File: src/spct_dummy_note_unused.sv
`timescale 1ns/10ps

File: src/spct_pkg.sv
package spct_pkg;

   // Data word, transmit queue and counter dimensions.
   localparam int WORD_W = 16;
   localparam int FIFO_DEPTH = 4;
   localparam int CNT_W = 10;
   localparam int HALF_W = 9;

   // Word length limits, in bits.
   localparam logic [4:0] LEN_MIN = 5'h02;
   localparam logic [4:0] LEN_MAX = 5'h10;

   // Extra peripheral clock cycles in the select-to-clock and
   // clock-to-select waits.
   localparam logic [CNT_W-1:0] SETUP_EXTRA = 10'h002;
   localparam logic [CNT_W-1:0] HOLD_EXTRA = 10'h001;

   // Field positions inside the configuration words.
   localparam int GCR_CTRL_BIT = 0;
   localparam int FMT_LEN_LSB = 0;
   localparam int FMT_PRESCALE_LSB = 8;
   localparam int FMT_PHASE_BIT = 16;
   localparam int FMT_POLARITY_BIT = 17;
   localparam int DLY_T2C_LSB = 16;
   localparam int DLY_C2T_LSB = 24;

   // Reset values.
   localparam logic [WORD_W-1:0] WORD_RST = 16'h0000;
   localparam logic [CNT_W-1:0] CNT_RST = 10'h000;

   typedef struct packed {
      logic [30:0] rsvd;
      logic controller_mode;
   } spct_gcr_s;

   typedef struct packed {
      logic [13:0] rsvd_hi;
      logic clock_polarity;
      logic clock_phase;
      logic [7:0] clock_prescale;
      logic [2:0] rsvd_lo;
      logic [4:0] word_len;
   } spct_fmt_s;

   typedef struct packed {
      logic [7:0] select_to_clock_delay;
      logic [7:0] clock_to_select_delay;
      logic [15:0] rsvd;
   } spct_dly_s;

   typedef enum logic [1:0] {
      ST_IDLE = 2'b00,
      ST_SETUP = 2'b01,
      ST_XFER = 2'b10,
      ST_HOLD = 2'b11
   } spct_state_e;

   // Serial clock period in peripheral clock cycles.
   function automatic logic [HALF_W-1:0] period(input logic [7:0] p);
      period = (p == 8'h00) ? 9'h002 : {1'b0, p} + 9'h001;
   endfunction

   // Active phase takes the larger half when the period is odd.
   function automatic logic [HALF_W-1:0] half_hi(input logic [7:0] p);
      half_hi = (period(p) + 9'h001) >> 1;
   endfunction

   function automatic logic [HALF_W-1:0] half_lo(input logic [7:0] p);
      half_lo = period(p) - half_hi(p);
   endfunction

   function automatic logic [4:0] eff_len(input logic [4:0] l);
      if (l < LEN_MIN) begin
         eff_len = LEN_MIN;
      end else if (l > LEN_MAX) begin
         eff_len = LEN_MAX;
      end else begin
         eff_len = l;
      end
   endfunction

endpackage

File: src/spct_core.sv
`timescale 1ns/10ps
module spct_core
   import spct_pkg::*;
(
   // Clock, reset and clock enable
   input wire logic CLOCK_I,
   input wire logic RESET_I,
   input wire logic CE_I,
   // Configuration
   input wire spct_pkg::spct_gcr_s GLOBAL_CONTROL_WORD_I,
   input wire spct_pkg::spct_fmt_s FORMAT_CONFIG_WORD_I,
   input wire spct_pkg::spct_dly_s DELAY_CONFIG_REGISTER_I,
   input wire logic SELECT_HOLD_OPTION_I,
   // Transmit stream
   input wire logic [spct_pkg::WORD_W-1:0] TX_DATA_I,
   input wire logic TX_VALID_I,
   output logic TX_READY_O,
   // Receive buffer
   output logic [spct_pkg::WORD_W-1:0] RX_DATA_O,
   output logic RX_VALID_O,
   // Serial pins
   output logic SERIAL_CLOCK_LINE_O,
   output logic SERIAL_CLOCK_OE_N_O,
   output logic CONTROLLER_OUT_LINE_O,
   input wire logic CONTROLLER_IN_LINE_I,
   output logic SELECT_N_O
);
   import spct_pkg::*;

   spct_state_e state_r;
   spct_fmt_s fmt_r;
   spct_dly_s dly_r;
   logic [CNT_W-1:0] cnt_r;
   logic [4:0] bits_r;
   logic [4:0] len_r;
   logic [4:0] rx_cnt_r;
   logic sclk_r;
   logic cs_n_r;
   logic oe_n_r;
   logic samp_r;
   logic samp_q_r;
   logic in_s1_r;
   logic in_s2_r;
   logic [WORD_W-1:0] tx_r;
   logic [WORD_W-1:0] rx_sh_r;
   logic [WORD_W-1:0] rx_r;
   logic rx_vld_r;
   logic [WORD_W-1:0] q_data;
   logic q_valid;
   logic q_take;
   logic start;
   logic leading;
   logic [HALF_W-1:0] hi;
   logic [HALF_W-1:0] lo;
   logic [CNT_W-1:0] setup_ld;
   logic [4:0] new_len;

   spct_fifo #(
      .WIDTH(WORD_W),
      .DEPTH(FIFO_DEPTH)
   ) u_txq (
      .clk_i(CLOCK_I),
      .rst_i(RESET_I),
      .en_i(CE_I),
      .in_valid_i(TX_VALID_I),
      .in_data_i(TX_DATA_I),
      .in_ready_o(TX_READY_O),
      .out_valid_o(q_valid),
      .out_data_o(q_data),
      .out_ready_i(q_take)
   );

   // A transfer starts only in controller mode with phase zero selected.
   assign q_take = (state_r == ST_IDLE)
                   && GLOBAL_CONTROL_WORD_I.controller_mode
                   && !FORMAT_CONFIG_WORD_I.clock_phase;
   assign start = q_take && q_valid;
   assign hi = half_hi(fmt_r.clock_prescale);
   assign lo = half_lo(fmt_r.clock_prescale);
   assign leading = (sclk_r == fmt_r.clock_polarity);
   assign new_len = eff_len(FORMAT_CONFIG_WORD_I.word_len);
   assign setup_ld = CNT_W'(DELAY_CONFIG_REGISTER_I.select_to_clock_delay)
                     + SETUP_EXTRA - 10'h001
                     + CNT_W'(SELECT_HOLD_OPTION_I);

   assign SERIAL_CLOCK_LINE_O = sclk_r;
   assign SERIAL_CLOCK_OE_N_O = oe_n_r;
   assign CONTROLLER_OUT_LINE_O = tx_r[WORD_W-1];
   assign SELECT_N_O = cs_n_r;
   assign RX_DATA_O = rx_r;
   assign RX_VALID_O = rx_vld_r;

   always_ff @(posedge CLOCK_I) begin
      if (RESET_I) begin
         oe_n_r <= 1'b1;
      end else if (CE_I) begin
         oe_n_r <= !GLOBAL_CONTROL_WORD_I.controller_mode;
      end
   end

   // Sequencer: select setup, clock halves and select hold.
   always_ff @(posedge CLOCK_I) begin
      if (RESET_I) begin
         state_r <= ST_IDLE;
         cnt_r <= CNT_RST;
         sclk_r <= 1'b0;
         cs_n_r <= 1'b1;
         bits_r <= '0;
         len_r <= '0;
         samp_r <= 1'b0;
         fmt_r <= '0;
         dly_r <= '0;
      end else if (CE_I) begin
         samp_r <= 1'b0;
         unique case (state_r)
            ST_IDLE: begin
               sclk_r <= FORMAT_CONFIG_WORD_I.clock_polarity;
               if (start) begin
                  fmt_r <= FORMAT_CONFIG_WORD_I;
                  dly_r <= DELAY_CONFIG_REGISTER_I;
                  cs_n_r <= 1'b0;
                  bits_r <= new_len;
                  len_r <= new_len;
                  cnt_r <= setup_ld;
                  state_r <= ST_SETUP;
               end
            end
            ST_SETUP: begin
               if (cnt_r == '0) begin
                  sclk_r <= !sclk_r;
                  cnt_r <= CNT_W'(hi) - 10'h001;
                  state_r <= ST_XFER;
               end else begin
                  cnt_r <= cnt_r - 10'h001;
               end
            end
            ST_XFER: begin
               if (cnt_r == '0) begin
                  sclk_r <= !sclk_r;
                  if (!leading) begin
                     // Trailing edge back to rest level is the sample edge.
                     samp_r <= 1'b1;
                     bits_r <= bits_r - 5'h01;
                     if (bits_r == 5'h01) begin
                        cnt_r <= CNT_W'(hi) + HOLD_EXTRA - 10'h001
                                 + CNT_W'(dly_r.clock_to_select_delay);
                        state_r <= ST_HOLD;
                     end else begin
                        cnt_r <= CNT_W'(lo) - 10'h001;
                     end
                  end else begin
                     cnt_r <= CNT_W'(hi) - 10'h001;
                  end
               end else begin
                  cnt_r <= cnt_r - 10'h001;
               end
            end
            ST_HOLD: begin
               if (cnt_r == '0) begin
                  cs_n_r <= 1'b1;
                  state_r <= ST_IDLE;
               end else begin
                  cnt_r <= cnt_r - 10'h001;
               end
            end
         endcase
      end
   end

   // The first bit is on the line from select assertion; later bits
   // change on leading edges so they stay valid across the sample edge.
   always_ff @(posedge CLOCK_I) begin
      if (RESET_I) begin
         tx_r <= WORD_RST;
      end else if (CE_I) begin
         if (start) begin
            tx_r <= q_data << (WORD_W - int'(new_len));
         end else if (state_r == ST_XFER && cnt_r == '0 && leading
                      && bits_r != len_r) begin
            tx_r <= {tx_r[WORD_W-2:0], 1'b0};
         end
      end
   end

   always_ff @(posedge CLOCK_I) begin
      if (RESET_I) begin
         in_s1_r <= 1'b0;
         in_s2_r <= 1'b0;
      end else if (CE_I) begin
         in_s1_r <= CONTROLLER_IN_LINE_I;
         in_s2_r <= in_s1_r;
      end
   end

   // The synchroniser delays the pin by two cycles; the sample strobe is
   // delayed to match, so the bit taken is the one present at the edge.
   always_ff @(posedge CLOCK_I) begin
      if (RESET_I) begin
         samp_q_r <= 1'b0;
         rx_sh_r <= WORD_RST;
         rx_cnt_r <= '0;
         rx_r <= WORD_RST;
         rx_vld_r <= 1'b0;
      end else if (CE_I) begin
         samp_q_r <= samp_r;
         rx_vld_r <= 1'b0;
         if (start) begin
            rx_sh_r <= WORD_RST;
            rx_cnt_r <= '0;
         end else if (samp_q_r) begin
            rx_sh_r <= {rx_sh_r[WORD_W-2:0], in_s2_r};
            rx_cnt_r <= rx_cnt_r + 5'h01;
            if (rx_cnt_r + 5'h01 == len_r) begin
               rx_r <= {rx_sh_r[WORD_W-2:0], in_s2_r};
               rx_vld_r <= 1'b1;
            end
         end
      end
   end

   // Helper logic read only by the checks below.
   logic sclk_q_r;
   logic run_r;
   logic [CNT_W-1:0] gap_r;
   logic [CNT_W-1:0] cs_age_r;
   logic [4:0] samp_cnt_r;
   logic hold_r;
   logic tog;

   assign tog = (sclk_r != sclk_q_r) && !cs_n_r;

   always_ff @(posedge CLOCK_I) begin
      if (RESET_I) begin
         sclk_q_r <= 1'b0;
         run_r <= 1'b0;
         gap_r <= CNT_RST;
         cs_age_r <= CNT_RST;
         samp_cnt_r <= '0;
         hold_r <= 1'b0;
      end else if (CE_I) begin
         hold_r <= start ? SELECT_HOLD_OPTION_I : hold_r;
         sclk_q_r <= sclk_r;
         run_r <= cs_n_r ? 1'b0 : (run_r || tog);
         gap_r <= tog ? 10'h001 : gap_r + 10'h001;
         cs_age_r <= cs_n_r ? CNT_RST : cs_age_r + 10'h001;
         samp_cnt_r <= cs_n_r ? 5'h00 : samp_cnt_r + 5'(samp_r);
      end
   end
endmodule

File: src/spct_fifo.sv
`timescale 1ns/10ps
module spct_fifo #(
   parameter int WIDTH = 16,
   parameter int DEPTH = 4
) (
   // Clock and control
   input wire logic clk_i,
   input wire logic rst_i,
   input wire logic en_i,
   // Fill side
   input wire logic in_valid_i,
   input wire logic [WIDTH-1:0] in_data_i,
   output logic in_ready_o,
   // Drain side
   output logic out_valid_o,
   output logic [WIDTH-1:0] out_data_o,
   input wire logic out_ready_i
);
   localparam int AW = $clog2(DEPTH);

   logic [WIDTH-1:0] mem_r [DEPTH];
   logic [AW-1:0] wr_ptr_r;
   logic [AW-1:0] rd_ptr_r;
   logic [AW:0] count_r;
   logic [AW:0] count_nxt;
   logic ready_r;
   logic push;
   logic pop;

   assign push = en_i && in_valid_i && ready_r;
   assign pop = en_i && out_valid_o && out_ready_i;
   assign count_nxt = count_r + (AW+1)'(push) - (AW+1)'(pop);
   assign in_ready_o = ready_r;
   assign out_valid_o = (count_r != '0);
   assign out_data_o = mem_r[rd_ptr_r];

   always_ff @(posedge clk_i) begin
      if (push) begin
         mem_r[wr_ptr_r] <= in_data_i;
      end
   end

   // Ready is registered so the fill side never sees a path through pop.
   always_ff @(posedge clk_i) begin
      if (rst_i) begin
         wr_ptr_r <= '0;
         rd_ptr_r <= '0;
         count_r <= '0;
         ready_r <= 1'b0;
      end else if (en_i) begin
         if (push) begin
            wr_ptr_r <= (wr_ptr_r == AW'(DEPTH-1)) ? '0 : wr_ptr_r + 1'b1;
         end
         if (pop) begin
            rd_ptr_r <= (rd_ptr_r == AW'(DEPTH-1)) ? '0 : rd_ptr_r + 1'b1;
         end
         count_r <= count_nxt;
         ready_r <= (count_nxt != (AW+1)'(DEPTH));
      end
   end

endmodule

File: config.mk
export PLATFORM = sky130hd
export DESIGN_NAME = spct_core
export DESIGN_NICKNAME = d
export VERILOG_FILES = /design/src/spct_dummy_note_unused.sv /design/src/spct_pkg.sv /design/src/spct_core.sv /design/src/spct_fifo.sv
export SDC_FILE = /design/constraint.sdc
export NUM_CORES = 1
export LEC_CHECK = 0
export BUFFER_PORTS_ARGS = -buffer_cell sky130_fd_sc_hd__buf_2
export CORE_MARGIN = 8
export CORE_UTILIZATION = 53
export DETAILED_ROUTE_END_ITERATION = 10
export GPL_ROUTABILITY_DRIVEN = 0
export PLACE_DENSITY_LB_ADDON = 0.1
export SLEW_MARGIN = 20
export SYNTH_ARGS = -nofsm -noshare
export SYNTH_HDL_FRONTEND = slang
export SYNTH_SLANG_ARGS = --single-unit
File: constraint.sdc
create_clock -name CLOCK_I -period 4.1 [get_ports CLOCK_I]
set_input_delay 0.82 -clock CLOCK_I [delete_from_list [all_inputs] [get_ports CLOCK_I]]
set_output_delay 0.82 -clock CLOCK_I [all_outputs]
set_load 0.02 [all_outputs]
==> results.cfg <==
[run_status]
outcome = finished clean

[grt]
track_usage = 0.200
antenna_found_initial = 1
grt_pass1_vias = 7689
grt_max_degree = 82
grt_pass1_wl_um = 38300
gr-total-overflow = 0

[setup_path]
critPathSlowestCell = dfxtp_2
worst_setup_path_end_kind = flip-flop
critPathMaxStageDelay_ns = 0.35
critPathMaxFanout = 4
crit_chain = inv_1 -> ha_1 -> nor4b_4 -> nand2_1 -> nand2_1 -> inv_1 -> xnor2_2 -> inv_1 -> ha_1 -> a21o_1 -> a21oi_1 -> o21bai_1 -> maj3_2 -> a21o_1 -> maj3_2 -> a311o_1 -> o21ai_1 -> a31oi_1
critPathRequiredTime_ns = 4.41
arrival_ns = 4.15
crit_path_frequent_cell = inv_1
critPathKind = flip-flop to flip-flop
start_kind = flip-flop

[power]
pwr-share-clk = 0.399
switching_share = 0.293
ir_worst_vdd_v = 0.000278
p_comb_frac = 0.175
p_sw_mw = 1.27
leakagePower_nw = 4.40
powerDensity_nw_per_um2 = 385
p_int_mw = 3.07
seq_power_share = 0.425

[synthesis]
synth.yosys.seq_area_share = 0.418
ys_async_sr_fraction = 0
synth_nets = 1215
synth_area_per_cell_um2 = 9.27
ys.flop_type = dfxtp_1
yosys_register_bits = 173
synthesis.area_um2 = 9820
synth-edff-count = 64
yosysWarnings = 0
synth_cell_types = 79
netlist_instances = 1059

[drt]
wl_per_cell_um = 16.7
vias = 7901
drtIter0Drc = 442
drtAntennaViolNets = 0
viasPerCell = 5.74
wl_um = 23000
dr.pass1.iters = 4
drc_errors = 0

[sta]
slew_headroom = 0.363
post-route-min-period_ns = 3.83
clock_skew_ns = 0.0123
period_share = 0.935
rsz0062_at_grt = true
fmax_mhz = 261
setup_tns_ns = 0
tightest_slew_ns = 0.956
setup_violations = 0
maxSlewViolCount = 0
hold_viol_final = 0

[clock_tree]
cts_tree = yes
root_buffer = clkbuf_16
cts-htree-levels = 4
worstSkewPairLatency_ns = 0.43
clkSlewWorstSetupHoldPaths_ns = 0.07
clockBufferDepth = 2
cts_sinks = 173
numCtsBuffers = 17

[layout]
final_cell_mix = nor2_1 (121), dfxtp_1 (105), nand2_1 (99)
nets = 1290
final_common_cell = nor2_1
area_growth_pct = 14.7
n_fill_cell = 1543
antennaDiodeCount = 0
postLayoutCellArea_um2 = 11300
drive_above_1_share = 0.177

[place]
postPlaceCellArea_um2 = 10600
port_buffers = 75
hpwl_um = 16200

[floorplanning]
die_w_um = 152
die_area_um2 = 23100
rows = 49
start_util = 0.543
num_io_pins = 140
die_h_um = 152
fp.coreArea_um2 = 18100

[job]
drv_cap = 0

[hold_path]
worstHoldPathType = flip-flop to flip-flop
flip-flops by register name (all words and copies together), names as in the netlist, named ones only:
| signal | count |
|---|---|
| SERIAL_CLOCK_LINE_O | 1 |
| fmt_r | 9 |
| tx_r | 16 |
| dly_r | 8 |
| u_txq.wr_ptr_r | 2 |
| bits_r | 5 |
| SERIAL_CLOCK_OE_N_O | 1 |
| cnt_r | 10 |
| rx_cnt_r | 5 |
| samp_q_r | 1 |
| len_r | 5 |
| samp_r | 1 |
| u_txq.rd_ptr_r | 2 |
| RX_DATA_O | 16 |
| SELECT_N_O | 1 |
| in_s2_r | 1 |
| in_s1_r | 1 |
| u_txq.count_r | 3 |
| u_txq.in_ready_o | 1 |
| rx_sh_r | 15 |
| state_r | 2 |
| u_txq.mem_r | 64 |
| RX_VALID_O | 1 |
per-layer routing:
layer	global-route usage	vias to the layer above	wire length, µm	share of wire
li1	-	3987	-	-
met1	0.236	3755	10100	0.44
met2	0.358	136	11900	0.52
met3	0.0428	21	673	0.029
met4	0.0571	2	333	0.014
met5	0	-	9	0.00039
power groups by stage:
stage	registers (mW)	logic (mW)	clock network (mW)
2_1_floorplan	1.88	0.542	0
3_3_place_gp	1.88	0.739	0
3_5_place_dp	1.88	0.747	0
4_1_cts	1.84	0.753	1.76
5_1_grt	1.85	0.844	1.82
6_report	1.84	0.760	1.73
metrics by stage:
step	std cells	setup slack [ns]	total power [mW]	hold WS [ns]	utilization
6_report	1376	0.265	4.33	0.468	0.623
5_1_grt	1376	-0.0163	4.52	0.493	0.623
4_1_cts	1376	0.00968	4.36	0.470	0.620
3_5_place_dp	1344	0.0227	2.63	0.459	0.585
3_3_place_gp	1344	0.111	2.62	0.454	0.585
2_1_floorplan	1059	0.132	2.42	0.441	-
critical path, delay by kind of cell, from the launching register on:
kind	cells	cell delay, ns
buf+inv	3	0.26
simple gates	3	0.54
xor+xnor	1	0.18
fa+ha+maj	4	1.08
compound gates	7	1.32
flops	1	0.35
final timing paths:
kind         slack (ns)          to  cells past startpoint  startpoint
max reg2reg        0.27    cnt_r[7]                     18    fmt_r[8]
min reg2reg        0.47  RX_VALID_O                      2  RX_VALID_O
max                0.27    cnt_r[7]                     18    fmt_r[8]
min                0.47  RX_VALID_O                      2  RX_VALID_O
logic make-up (layout without fill, tap and decap cells):
group                      count (synthesis)  after routing  synth area share
adders and majority gates                 43             43            0.0553
buffers and inverters                    110            198            0.0428
xor gates and xnor gates                  65             65            0.0595
and+or+nand+nor                          347            347             0.165
DFF                                      173            173             0.418
muxes                                     68             68            0.0906
AOI/OAI and AO/OA                        253            253             0.169
cell type report:
type,count,area [µm²],area share
clock buffers,17,425,0.0378
clock inverters,15,211,0.0188
inverters,47,176,0.0157
multi-input cells,776,5350,0.475
flip-flops and latches,173,4110,0.365
well taps,229,287,0.0254
repair buffers,119,708,0.0629
repair_timing:
item / CTS / global route
endpoints found under the setup margin: 0 / 6
setup buffers: 0 / 0
gates resized for setup: 0 / 16
hold buffers: 0 / 0
synthesized netlist by cell type, types with 10 or more instances:
| cell type | instances | area share |
|---|---|---|
| nor2_1 | 121 | 0.046 |
| dfxtp_1 | 109 | 0.22 |
| nand2_1 | 99 | 0.038 |
| a21oi_1 | 80 | 0.041 |
| edfxtp_1 | 64 | 0.20 |
| clkbuf_1 | 49 | 0.019 |
| mux2i_1 | 45 | 0.046 |
| inv_1 | 43 | 0.016 |
| xnor2_1 | 40 | 0.036 |
| ha_1 | 36 | 0.046 |
| o21ai_0 | 33 | 0.017 |
| a22oi_1 | 29 | 0.022 |
| nand3_1 | 28 | 0.014 |
| xor2_1 | 23 | 0.021 |
| a211oi_1 | 22 | 0.017 |
| nor3_1 | 22 | 0.011 |
| mux4_2 | 16 | 0.037 |
| a31oi_1 | 10 | 0.0064 |
| and3_1 | 10 | 0.0064 |
| o211ai_1 | 10 | 0.0076 |
| or3_1 | 10 | 0.0064 |
(Power assumes the default switching activity.)
